[src/gph_pkg.sv]
// Constants for the port H configuration and port I register block.
// Assumes a 32-bit APB slave clocked by pclk with presetn.
// Notes on behaviour
// - H function bits 2..0 select interrupt lines
// - H drain bits pick push-pull or open-drain
// - H pull-up bits enable pull-ups, reset off
// - H pull-down bits enable pull-downs, reset off
// - H input-enable bits gate pin input paths
// - Port I: four pins, per-bit direction
// - Port I pins also feed the converter
// - Port I resets to all paths but the converter feed disabled
// - Port I registers at six fixed offsets
// - Outside stop, input enable arms interrupt
// - Function plus enable wakes from stop
package gph_pkg;
  localparam int          ADDR_W       = 8;
  localparam int          DATA_W       = 32;
  // Port I offsets
  localparam logic [7:0]  OFF_PI_VALUE = 8'h00;
  localparam logic [7:0]  OFF_PI_OE    = 8'h04;
  localparam logic [7:0]  OFF_PI_OD    = 8'h28;
  localparam logic [7:0]  OFF_PI_PU    = 8'h2c;
  localparam logic [7:0]  OFF_PI_PD    = 8'h30;
  localparam logic [7:0]  OFF_PI_IE    = 8'h38;
  // Port H configuration offsets
  localparam logic [7:0]  OFF_PH_FSEL  = 8'h48;
  localparam logic [7:0]  OFF_PH_OD    = 8'h68;
  localparam logic [7:0]  OFF_PH_PU    = 8'h6c;
  localparam logic [7:0]  OFF_PH_PD    = 8'h70;
  localparam logic [7:0]  OFF_PH_IE    = 8'h78;
  // Field widths and reset values
  localparam int          PH_PINS      = 8;
  localparam int          PI_PINS      = 4;
  localparam int          IRQ_LINES    = 3;
  localparam logic [7:0]  RST_CFG      = 8'h00;
  localparam logic [31:0] RD_ZERO      = 32'h0000_0000;
endpackage : gph_pkg

[src/gph_port_cfg.sv]
// Port H pin configuration and port I register block with pin control.
// Assumes an APB master on pclk; pins are resolved outside from the
// output, enable and pull controls given here.
//
// Register access over APB was chosen for this implementation.
`timescale 1ns/10ps
module gph_port_cfg #(
  parameter int NH = gph_pkg::PH_PINS,
  parameter int NI = gph_pkg::PI_PINS,
  parameter int NQ = gph_pkg::IRQ_LINES
) (
  input  wire logic                          pclk,
  input  wire logic                          presetn,
  input  wire logic                          psel,
  input  wire logic                          penable,
  input  wire logic                          pwrite,
  input  wire logic [gph_pkg::ADDR_W-1:0]    paddr,
  input  wire logic [gph_pkg::DATA_W-1:0]    pwdata,
  output logic      [gph_pkg::DATA_W-1:0]    prdata,
  output logic                               pready,
  output logic                               pslverr,
  input  wire logic                          stop_mode,
  input  wire logic                          standby_pin_drive_keep,
  input  wire logic [NH-1:0]                 ph_pin_in,
  output logic      [NH-1:0]                 ph_drain_sel,
  output logic      [NH-1:0]                 ph_pullup,
  output logic      [NH-1:0]                 ph_pulldown,
  output logic      [NH-1:0]                 ph_input_gate,
  output logic      [NQ-1:0]                 ext_irq_line,
  input  wire logic [NI-1:0]                 pi_pin_in,
  output logic      [NI-1:0]                 pi_pin_out,
  output logic      [NI-1:0]                 pi_pin_oe,
  output logic      [NI-1:0]                 pi_pullup,
  output logic      [NI-1:0]                 pi_pulldown,
  output logic      [NI-1:0]                 pi_analog
);
  import gph_pkg::*;

  // Address match on a register offset
  function automatic logic hit(input logic [ADDR_W-1:0] a,
                               input logic [7:0]        off);
    hit = (a == off);
  endfunction : hit

  // Zero-extend a narrow field to the bus width
  function automatic logic [DATA_W-1:0] ext8(input logic [7:0] v);
    ext8 = {{(DATA_W-8){1'b0}}, v};
  endfunction : ext8

  logic [NQ-1:0] ph_fsel;
  logic [NH-1:0] ph_od;
  logic [NH-1:0] ph_pu;
  logic [NH-1:0] ph_pd;
  logic [NH-1:0] ph_ie;
  logic [NI-1:0] pi_val;
  logic [NI-1:0] pi_oe;
  logic [NI-1:0] pi_od;
  logic [NI-1:0] pi_pu;
  logic [NI-1:0] pi_pd;
  logic [NI-1:0] pi_ie;
  logic          wr;
  logic          rd_setup;
  logic          mapped;
  logic          drive_off;
  logic [DATA_W-1:0] next_rdata;
  logic [NI-1:0] pi_seen;

  // Bus strobes; every access completes in its first access cycle
  assign wr       = psel & penable & pwrite;
  assign rd_setup = psel & ~penable & ~pwrite;
  assign pready   = 1'b1;
  assign mapped   = hit(paddr, OFF_PI_VALUE) | hit(paddr, OFF_PI_OE)
                  | hit(paddr, OFF_PI_OD) | hit(paddr, OFF_PI_PU)
                  | hit(paddr, OFF_PI_PD) | hit(paddr, OFF_PI_IE)
                  | hit(paddr, OFF_PH_FSEL) | hit(paddr, OFF_PH_OD)
                  | hit(paddr, OFF_PH_PU) | hit(paddr, OFF_PH_PD)
                  | hit(paddr, OFF_PH_IE);
  assign pslverr  = psel & penable & ~mapped;

  // Port H function select, only the low bits are stored
  always_ff @(posedge pclk or negedge presetn)
  begin
    if (!presetn)
      ph_fsel <= RST_CFG[NQ-1:0];
    else if (wr && hit(paddr, OFF_PH_FSEL))
      ph_fsel <= pwdata[NQ-1:0];
  end

  // Port H drain, pull and input configuration
  always_ff @(posedge pclk or negedge presetn)
  begin
    if (!presetn)
    begin
      ph_od <= RST_CFG[NH-1:0];
      ph_pu <= RST_CFG[NH-1:0];
      ph_pd <= RST_CFG[NH-1:0];
      ph_ie <= RST_CFG[NH-1:0];
    end
    else if (wr)
    begin
      if (hit(paddr, OFF_PH_OD))
        ph_od <= pwdata[NH-1:0];
      if (hit(paddr, OFF_PH_PU))
        ph_pu <= pwdata[NH-1:0];
      if (hit(paddr, OFF_PH_PD))
        ph_pd <= pwdata[NH-1:0];
      if (hit(paddr, OFF_PH_IE))
        ph_ie <= pwdata[NH-1:0];
    end
  end

  // Port I data and direction
  always_ff @(posedge pclk or negedge presetn)
  begin
    if (!presetn)
    begin
      pi_val <= RST_CFG[NI-1:0];
      pi_oe  <= RST_CFG[NI-1:0];
    end
    else if (wr)
    begin
      if (hit(paddr, OFF_PI_VALUE))
        pi_val <= pwdata[NI-1:0];
      if (hit(paddr, OFF_PI_OE))
        pi_oe <= pwdata[NI-1:0];
    end
  end

  // Port I drain, pull and input configuration
  always_ff @(posedge pclk or negedge presetn)
  begin
    if (!presetn)
    begin
      pi_od <= RST_CFG[NI-1:0];
      pi_pu <= RST_CFG[NI-1:0];
      pi_pd <= RST_CFG[NI-1:0];
      pi_ie <= RST_CFG[NI-1:0];
    end
    else if (wr)
    begin
      if (hit(paddr, OFF_PI_OD))
        pi_od <= pwdata[NI-1:0];
      if (hit(paddr, OFF_PI_PU))
        pi_pu <= pwdata[NI-1:0];
      if (hit(paddr, OFF_PI_PD))
        pi_pd <= pwdata[NI-1:0];
      if (hit(paddr, OFF_PI_IE))
        pi_ie <= pwdata[NI-1:0];
    end
  end

  // Value readback: driven bits show the latch, inputs the gated pin
  assign pi_seen = (pi_oe & pi_val) | (~pi_oe & pi_ie & pi_pin_in);

  // Read mux; upper bits always zero, unmapped reads zero
  always_comb
  begin
    next_rdata = RD_ZERO;
    unique case (1'b1)
      hit(paddr, OFF_PI_VALUE): next_rdata = ext8(8'(pi_seen));
      hit(paddr, OFF_PI_OE):    next_rdata = ext8(8'(pi_oe));
      hit(paddr, OFF_PI_OD):    next_rdata = ext8(8'(pi_od));
      hit(paddr, OFF_PI_PU):    next_rdata = ext8(8'(pi_pu));
      hit(paddr, OFF_PI_PD):    next_rdata = ext8(8'(pi_pd));
      hit(paddr, OFF_PI_IE):    next_rdata = ext8(8'(pi_ie));
      hit(paddr, OFF_PH_FSEL):  next_rdata = ext8(8'(ph_fsel));
      hit(paddr, OFF_PH_OD):    next_rdata = ext8(8'(ph_od));
      hit(paddr, OFF_PH_PU):    next_rdata = ext8(8'(ph_pu));
      hit(paddr, OFF_PH_PD):    next_rdata = ext8(8'(ph_pd));
      hit(paddr, OFF_PH_IE):    next_rdata = ext8(8'(ph_ie));
      default:                  next_rdata = RD_ZERO;
    endcase
  end

  // Read data captured in the setup cycle, stable through access
  always_ff @(posedge pclk or negedge presetn)
  begin
    if (!presetn)
      prdata <= RD_ZERO;
    else if (rd_setup)
      prdata <= next_rdata;
  end

  // Port H pad controls straight from configuration
  assign ph_drain_sel  = ph_od;
  assign ph_pullup     = ph_pu;
  assign ph_pulldown   = ph_pd;
  assign ph_input_gate = ph_ie;

  // Port I pins stop driving in stop mode unless drive is kept
  assign drive_off = stop_mode & ~standby_pin_drive_keep;

  // External interrupt lines from port H pins
  genvar q;
  generate
    for (q = 0; q < NQ; q++)
    begin : g_irq
      // Enable alone arms it when running; stop also needs the select
      assign ext_irq_line[q] = ph_ie[q] & ph_pin_in[q]
                             & (~stop_mode | ph_fsel[q]);
    end
  endgenerate

  // Port I pad drive: open-drain drives only a low
  genvar i;
  generate
    for (i = 0; i < NI; i++)
    begin : g_pi
      assign pi_pin_out[i]  = pi_val[i];
      assign pi_pin_oe[i]   = pi_oe[i] & ~drive_off
                            & ~(pi_od[i] & pi_val[i]);
      assign pi_pullup[i]   = pi_pu[i] & ~drive_off;
      assign pi_pulldown[i] = pi_pd[i] & ~drive_off;
      assign pi_analog[i]   = pi_pin_in[i];
    end
  endgenerate

  // Checks
  AST_FSEL_RESET:
  assert property (@(posedge pclk) $rose(presetn) |-> ph_fsel == '0)
    else $error("function select not cleared by reset");

  AST_FSEL_WRITE:
  assert property (@(posedge pclk) disable iff (!presetn)
    wr && hit(paddr, OFF_PH_FSEL) |=> ph_fsel == $past(pwdata[NQ-1:0]))
    else $error("function select write lost");

  AST_OD_WRITE:
  assert property (@(posedge pclk) disable iff (!presetn)
    wr && hit(paddr, OFF_PH_OD) |=> ph_drain_sel == $past(pwdata[7:0]))
    else $error("port H drain select write lost");

  AST_PU_HOLD:
  assert property (@(posedge pclk) disable iff (!presetn)
    !(wr && hit(paddr, OFF_PH_PU)) |=> $stable(ph_pullup))
    else $error("port H pull-up changed without write");

  AST_PD_WRITE:
  assert property (@(posedge pclk) disable iff (!presetn)
    wr && hit(paddr, OFF_PH_PD) |=> ph_pulldown == $past(pwdata[7:0]))
    else $error("port H pull-down write lost");

  AST_IE_WRITE:
  assert property (@(posedge pclk) disable iff (!presetn)
    wr && hit(paddr, OFF_PH_IE) ##1 !wr |=> ph_input_gate
      == $past(pwdata[7:0], 2))
    else $error("port H input enable write lost");

  AST_PI_DIR:
  assert property (@(posedge pclk) disable iff (!presetn)
    (pi_pin_oe & ~pi_oe) == '0)
    else $error("port I pin driven while set as input");

  AST_PI_ANALOG:
  assert property (@(posedge pclk) disable iff (!presetn)
    pi_analog == pi_pin_in)
    else $error("port I analog path not following pin");

  AST_PI_RESET:
  assert property (@(posedge pclk) $rose(presetn) |->
    pi_pin_oe == '0 && pi_pullup == '0 && pi_pulldown == '0)
    else $error("port I not disabled after reset");

  AST_PI_READ:
  assert property (@(posedge pclk) disable iff (!presetn)
    rd_setup && hit(paddr, OFF_PI_IE) ##1 penable |->
      prdata == ext8(8'(pi_ie)))
    else $error("port I input enable read wrong");

  AST_IRQ_RUN:
  assert property (@(posedge pclk) disable iff (!presetn)
    !stop_mode && ph_ie[0] && ph_pin_in[0] |-> ext_irq_line[0])
    else $error("interrupt not armed by input enable");

  AST_IRQ_STOP:
  assert property (@(posedge pclk) disable iff (!presetn)
    stop_mode && ph_fsel[0] && ph_ie[0] && ph_pin_in[0]
      |-> ext_irq_line[0])
    else $error("wake interrupt lost in stop mode");

  AST_UPPER_ZERO:
  assert property (@(posedge pclk) disable iff (!presetn)
    psel && penable && !pwrite |-> prdata[DATA_W-1:8] == '0)
    else $error("upper read bits not zero");

  // Configuration holds between writes and pull-up writes land; unmapped writes touch nothing
  AST_FSEL_HOLD:
  assert property (@(posedge pclk) disable iff (!presetn)
    !(wr && hit(paddr, OFF_PH_FSEL)) |=> $stable(ph_fsel))
    else $error("function select changed without write");

  AST_OD_HOLD:
  assert property (@(posedge pclk) disable iff (!presetn)
    !(wr && hit(paddr, OFF_PH_OD)) |=> $stable(ph_drain_sel))
    else $error("port H drain select changed without write");

  AST_PU_WRITE:
  assert property (@(posedge pclk) disable iff (!presetn)
    wr && hit(paddr, OFF_PH_PU) |=> ph_pullup == $past(pwdata[NH-1:0]))
    else $error("port H pull-up write lost");

  AST_PD_HOLD:
  assert property (@(posedge pclk) disable iff (!presetn)
    !(wr && hit(paddr, OFF_PH_PD)) |=> $stable(ph_pulldown))
    else $error("port H pull-down changed without write");

  AST_IE_HOLD:
  assert property (@(posedge pclk) disable iff (!presetn)
    !(wr && hit(paddr, OFF_PH_IE)) |=> $stable(ph_input_gate))
    else $error("port H input enable changed without write");

  AST_UNMAPPED_KEEP:
  assert property (@(posedge pclk) disable iff (!presetn)
    wr && !mapped |=> $stable(ph_fsel) && $stable(ph_od) && $stable(pi_oe))
    else $error("unmapped write changed a register");

  // Interrupt gating by enable and, in stop, by function select
  AST_IRQ_GATED:
  assert property (@(posedge pclk) disable iff (!presetn)
    (ext_irq_line & ~ph_ie[NQ-1:0]) == '0)
    else $error("interrupt raised with input disabled");

  AST_IRQ_STOP_SEL:
  assert property (@(posedge pclk) disable iff (!presetn)
    stop_mode |-> (ext_irq_line & ~ph_fsel) == '0)
    else $error("unselected interrupt active in stop mode");

  // Port I direction, open-drain and stop-mode drive
  AST_PI_OE_WRITE:
  assert property (@(posedge pclk) disable iff (!presetn)
    wr && hit(paddr, OFF_PI_OE) |=> pi_oe == $past(pwdata[NI-1:0]))
    else $error("port I direction write lost");

  AST_PI_OD_LOW:
  assert property (@(posedge pclk) disable iff (!presetn)
    (pi_pin_oe & pi_od & pi_val) == '0)
    else $error("open-drain port I pin driven high");

  AST_PI_CFG_RESET:
  assert property (@(posedge pclk) $rose(presetn) |->
    pi_ie == '0 && pi_od == '0 && pi_val == '0)
    else $error("port I configuration not cleared by reset");

  AST_PI_STOP_OFF:
  assert property (@(posedge pclk) disable iff (!presetn)
    stop_mode && !standby_pin_drive_keep |->
      pi_pin_oe == '0 && pi_pullup == '0 && pi_pulldown == '0)
    else $error("port I still driven in stop mode");

  AST_UNMAPPED_READ:
  assert property (@(posedge pclk) disable iff (!presetn)
    psel && penable && !pwrite && !mapped |-> prdata == '0 && pslverr)
    else $error("unmapped read not refused");

endmodule : gph_port_cfg

[config.mk]
export PLATFORM = sky130hd
export DESIGN_NAME = gph_port_cfg
export DESIGN_NICKNAME = d
export VERILOG_FILES = /design/src/gph_pkg.sv /design/src/gph_port_cfg.sv
export SDC_FILE = /design/constraint.sdc
export NUM_CORES = 1
export LEC_CHECK = 0
export BUFFER_PORTS_ARGS = -buffer_cell sky130_fd_sc_hd__buf_2
export CORE_UTILIZATION = 35
export DETAILED_ROUTE_END_ITERATION = 10
export PLACE_DENSITY = 0.66
export SYNTH_ARGS = -nofsm -noshare
export SYNTH_HDL_FRONTEND = slang
export SYNTH_SLANG_ARGS = --single-unit
[constraint.sdc]
create_clock -name pclk -period 2.15 [get_ports pclk]
set_input_delay 0.43 -clock pclk [delete_from_list [all_inputs] [get_ports pclk]]
set_output_delay 0.43 -clock pclk [all_outputs]
set_load 0.01 [all_outputs]
==> reports/metrics.yaml, run 1 <==
async_flop_share: 1.00
routed_via_density: 5.07
cts_setup_buffers: 0
overflow: 0
maxCapViolCount: 0
grt_pass1_wl_mm: 16.0
powerDensity_mw_per_mm2: 528
fillers: 1008
p_switching_mw: 0.618
drc_errors: 0
p_seq_frac: 0.542
clk_pin_slew_ns: 0.07
ant_nets: 0
hold_class: "input port to async pin"
max_freq_mhz: 510
htreeDepth: 3
hold_viol_final: 0
multi_input_area_mm2: 0.00176
crit_path_end_kind: "output pin"
p_comb_frac: 0.103
cts_root_buf: "clkbuf_8"
dp_hpwl_mm: 7.64
ys_top_cells_by_count: "dfrtp_1, mux2_2, buf_4"
io_pins: 148
antenna_found_initial: 0
outcome: "finished, final reports clean"
track_usage: 0.190
synthToLayoutAreaGrowth_pct: 23.1
hold_buffers: 0
synth_area_mm2: 0.00366
final_core_utilization: 0.453
drv_slew: 0
cp_data_required_time_ns: 1.72
cts_buffers: 9
synth_top_area_share: 0.458
cts_tree: "yes"
ir_drop_v: 0.000290
die_x_um: 104
cp.arrival_ns: 1.53
numPortBuffers: 93
die-area_mm2: 0.0109
nNetsFinal: 505
ys.flop_type: "dfrtp_1"
switching_share: 0.259
syn_avg_cell_area_um2: 11.1
wirelength_mm: 9.89
diodes: 0
ys_seq_elements: 67
cp_slowest_cell: "and3_1"
cts-resized-gates: 0
fin_ws_ns: 0.189
power_mw: 2.38
postLayoutCellArea_mm2: 0.00451
finalClockSkew_ns: 0.00875
routabilityCongestion: 0.877
drtPass1Iterations: 4
critPathKind: "input port to output pin"
initial_utilization: 0.368
worstSkewPairLatency_ns: 0.35
path_cells: "buf_2, buf_4, buf_4, nor3_1, nand4_1, and3_1, buf_2"
drive_above_1_share: 0.468
synth-edff-count: 0
ys_warn_count: 0
critPathBufInv: 4
drt-initial-drc-count: 165
grt_pass1_vias: 2929
seqCellArea_mm2: 0.00168
p_int_mw: 1.76
wl_per_cell_um: 17.0
ys_seq_area_frac: 0.458
hold_ws_ns: 0.0934
layout_min_cycle_time_ns: 1.96
die_y_um: 104
clkPwrFrac: 0.355
ys_top_cells_by_area: "dfrtp_1, mux2_2, buf_4"
cp_max_fo: 5
placed_area_mm2: 0.00436
yosysTopAreaCell: "dfrtp_1"
clock-sinks: 67
slowest_delay_ns: 0.23
vias: 2953
p_leak_nw: 2.44
syn-instance-count: 330
pre_cts_ws_ns: -0.108
synthDistinctLibCells: 49
start_kind: "input port"
grt_max_degree: 68
coreArea_mm2: 0.00995
yosysMostFrequentCell: "dfrtp_1"
clk_path_buf_depth: 2
setup_viol: 0
crit_family: "simple AND/OR/NAND/NOR gates"
rsz0062_at_grt: "false"
std_cell_rows: 36
fin_crit_sh: 0.912
cell type report:
cell class,count,area share
clock buffer,10,0.0283
clock inverter,4,0.00444
inverter,5,0.00416
multi-input combinational,236,0.391
sequential,67,0.372
tap,133,0.0369
timing repair buffer,127,0.163
worst register-to-register path: stages (launching register included):
cell and delay (ns):
dfrtp_1 0.40, mux2i_1 0.15, nor2_1 0.06, o21ai_0 0.32, o311ai_0 0.23, o32a_1 0.37
per-stage QoR:
step / cells / setup TNS, ns
2_1_floorplan: 353 / -0.164
3_3_place_gp: 568 / -1.19
3_5_place_dp: 568 / -1.31
4_1_cts: 582 / 0
5_1_grt: 582 / 0
6_report: 582 / 0
power by group through the flow:
stage / sequential, mW / combinational [mW] / clock, mW
floorplan: 1.32 / 0.150 / 0
global placement: 1.31 / 0.242 / 0
detailed placement: 1.31 / 0.246 / 0
CTS: 1.29 / 0.247 / 0.875
global route: 1.29 / 0.269 / 0.922
finish: 1.29 / 0.245 / 0.846
cells by family (layout without fill, tap and decap cells):
group / after synthesis / in the layout / share of synthesized area
AOI/OAI and AO/OA: 44 / 44 / 0.0837
buffers and inverters: 50 / 146 / 0.0851
DFF: 67 / 67 / 0.458
muxes: 70 / 70 / 0.216
other: 2 / 25 / 0.00205
and+or+nand+nor: 97 / 97 / 0.155
sequential cells by signal, summed over array words and instances, names as in the netlist:
name and count:
ph_drain_sel 8, ph_fsel 3, ph_input_gate 8, ph_pulldown 8, ph_pullup 8, pi_ie 4
pi_od 4, pi_oe 4, pi_pd 4, pi_pin_out 4, pi_pu 4, prdata 8
metal layers:
metal  part of all wire  vias to the layer above  routed length [um]  track usage
met5                  0                        -                   0            0
met4              0.018                        0                 174       0.0847
met3              0.038                       15                 371       0.0294
met2               0.49                      110                4890        0.317
met1               0.45                     1458                4460        0.243
li1                   -                     1370                   -            -
cell usage in the layout (no fill, tap or decap), types with 2 or more instances in the layout:
master	Yosys	routed
nor4_2	2	2
nand2_1	28	28
a32oi_1	5	5
buf_2	2	93
clkbuf_8	0	9
and3_1	10	10
a22o_1	6	6
a22oi_1	6	6
buf_4	30	33
nand2b_1	2	2
a31oi_1	2	2
conb_1	2	25
dfrtp_1	67	67
a21oi_1	5	5
nand4bb_1	2	2
nor3_1	9	9
nand3_1	8	8
nor2_1	7	7
clkinv_2	0	4
mux2i_1	10	10
or4_1	2	2
nand4_1	2	2
mux2_2	56	55
inv_1	5	5
and2_1	11	11
nor4_1	3	3
mux2_4	4	5
o21ai_0	12	12
path summary, 6_finish.rpt:
kind | start | to | slack [ns] | cells past startpoint
min | presetn | prdata[4]$_DFFE_PN0P_ | 0.09 | 2
min in group pclk | pwdata[7] | ph_pulldown[7]$_DFFE_PN0P_ | 0.35 | 2
max reg2reg | ph_drain_sel[1]$_DFFE_PN0P_ | prdata[1]$_DFFE_PN0P_ | 0.50 | 5
max in group asynchronous | presetn | pi_pin_out[2]$_DFFE_PN0P_ | 1.75 | 2
min reg2reg | prdata[2]$_DFFE_PN0P_ | prdata[2]$_DFFE_PN0P_ | 0.49 | 1
max | paddr[1] | pslverr | 0.19 | 7
Note: power is estimated with default switching activity, not from simulation.
==> run 2: changes to the inputs <==
--- a/config.mk
+++ b/config.mk
@@ -5,10 +5,10 @@
 export SDC_FILE = /design/constraint.sdc
 export NUM_CORES = 1
 export LEC_CHECK = 0
-export BUFFER_PORTS_ARGS = -buffer_cell sky130_fd_sc_hd__buf_2
 export CORE_UTILIZATION = 35
 export DETAILED_ROUTE_END_ITERATION = 10
-export PLACE_DENSITY = 0.66
+export DONT_BUFFER_PORTS = 1
+export PLACE_DENSITY = 0.55
 export SYNTH_ARGS = -nofsm -noshare
 export SYNTH_HDL_FRONTEND = slang
 export SYNTH_SLANG_ARGS = --single-unit
==> run 2 against run 1 <==
  * Sequential cell count stayed put
  * Via count is 14% lower
  * Worst hold slack better by 0.13 ns
  * Core utilization is 5.6 points lower
  * Sequential share of layout area is 5.3 points higher
  * Register-to-register slack better by 0.09 ns
  * Combinational power is 49% lower
  * Worst setup slack better by 0.18 ns
  * Non-clock buffer count is 113 lower
  * Highest routed layer unchanged
==> reports/metrics.yaml, run 2 (synthesis gave the netlist of run 1 again) <==
powerDensity_mw_per_mm2: 614  # +16%
numPortBuffers: 0  # -100%
dr_wl_met3_um: 708  # +91%
finalClockSkew_ns: 0.00425  # -0.00450 ns
postLayoutCellArea_mm2: 0.00395  # -12%
fin_crit_sh: 0.829  # -0.0826
setup_tns_ns: 0  # unchanged
setup_viol: 0  # unchanged
diodes: 0  # unchanged
initial_utilization: 0.368  # unchanged
ir_drop_v: 0.000288  # -0.70%
wirelength_mm: 9.47  # -4.3%
hold_ws_ns: 0.219  # +0.125 ns
cts_buffers: 9  # unchanged
crit_path_end_kind: "flip-flop"
placed_area_mm2: 0.00372  # -15%
tightestPinTransition_ns: 0.548
wl_per_cell_um: 20.1  # +18%
routed_via_density: 5.36  # +5.7%
routabilityCongestion: 0.855  # -2.6%
coreArea_mm2: 0.00995  # unchanged
track_usage: 0.185  # -0.00555
cts_tree: "yes"
max_freq_mhz: 561  # +10%
final_common_cell: "dfrtp_1"
cp_max_fo: 7  # +2
power_mw: 2.42  # +1.7%
start_kind: "input port"
drt-initial-drc-count: 161  # -2.4%
cts-resized-gates: 0  # unchanged
grt_pass1_vias: 2505  # -14%
overflow: 0  # unchanged
cp_data_required_time_ns: 2.39  # +0.67 ns
htreeDepth: 3  # unchanged
cts_root_buf: "clkbuf_8"
dp_hpwl_mm: 7.00  # -8.4%
antenna_found_initial: 0  # unchanged
outcome: "finished, final reports clean"
nNetsFinal: 392  # -22%
grt_pass1_wl_mm: 15.0  # -6.3%
route.top_layer_used: "met4"
grt_max_degree: 68  # unchanged
drtPass1Iterations: 4  # unchanged
fillers: 1001  # -0.69%
die_y_um: 104  # unchanged
die-area_mm2: 0.0109  # unchanged
critPathKind: "input port to flip-flop"
drv_slew: 0  # unchanged
ant_nets: 0  # unchanged
met2_length_mm: 4.54  # -7.1%
rsz0062_at_grt: "false"
final_core_utilization: 0.396  # -0.0564
clk_path_buf_depth: 2  # unchanged
clk_pin_slew_ns: 0.07  # about the same
slew_headroom: 0.633
vias: 2526  # -14%
maxCapViolCount: 0  # unchanged
layout_min_cycle_time_ns: 1.78  # -0.178 ns
final_cell_mix: "dfrtp_1, mux2_2, nand2_1, conb_1, clkbuf_8"
p_leak_nw: 1.90  # -22%
drc_errors: 0  # unchanged
io_pins: 148  # unchanged
synthToLayoutAreaGrowth_pct: 7.72
cp.arrival_ns: 2.02  # +0.49 ns
hold_viol_final: 0  # unchanged
met1Wirelength_mm: 4.06  # -8.9%
worstSkewPairLatency_ns: 0.35  # about the same
clock-sinks: 67  # unchanged
hold_class: "input port to flip-flop"
die_x_um: 104  # unchanged
std_cell_rows: 36  # unchanged
drive_above_1_share: 0.287  # -0.181
-- run 2: area by class of cell --
| type | count | area (um2) | area share |
|---|---|---|---|
| Sequential cell | 67 | 1680 | 0.425 |
| Inverter | 5 | 18.8 | 0.00476 |
| Clock buffer | 15 | 186 | 0.0473 |
| Multi-Input combinational cell | 236 | 1760 | 0.447 |
| Clock inverter | 1 | 5.00 | 0.00127 |
| Tap cell | 133 | 166 | 0.0422 |
| Timing Repair Buffer | 14 | 128 | 0.0324 |
-- run 2: worst max-delay path, stage by stage --
cell	delay, ns
or3b_1	0.38
or4_4	0.54
nor3_4	0.29
mux2_2	0.38
-- run 2: per-stage QoR --
step / setup WS, ns / std cells
global route: 0.314 / 471
detailed placement: -0.00393 / 453
CTS: 0.376 / 471
floorplan: -0.0506 / 353
global placement: 0.0108 / 453
finish: 0.367 / 471
-- run 2: per-layer routing --
| metal | vias up | GRT usage |
|---|---|---|
| met5 | - | 0 |
| met4 | 0 | 0.0602 |
| met3 | 12 | 0.0689 |
| met2 | 105 | 0.285 |
| met1 | 1259 | 0.238 |
| li1 | 1150 | - |
-- run 2: path summary, 6_finish.rpt --
path	start	to	slack, ns	cells past startpoint
setup reg to reg	ph_input_gate[1]$_DFFE_PN0P_	prdata[1]$_DFFE_PN0P_	0.59	4
min in group asynchronous	presetn	pi_pu[2]$_DFFE_PN0P_	0.65	2
hold reg to reg	ph_fsel[2]$_DFFE_PN0P_	ph_fsel[2]$_DFFE_PN0P_	0.53	1
setup / recovery	paddr[1]	pi_od[2]$_DFFE_PN0P_	0.37	4
hold / removal	pwdata[3]	pi_pu[3]$_DFFE_PN0P_	0.22	1
max in group asynchronous	presetn	ph_input_gate[4]$_DFFE_PN0P_	1.22	2
-- run 2: repair_timing --
item                      CTS  global route
setup buffers               0             0
hold buffers                2             0
hold endpoints to repair   67             0
-- run 2: where the power goes --
part | internal, mW | switching, mW | total [mW]
clock network | 0.544 | 0.453 | 0.997
registers | 1.28 | 0.0209 | 1.30
logic | 0.0433 | 0.0821 | 0.125
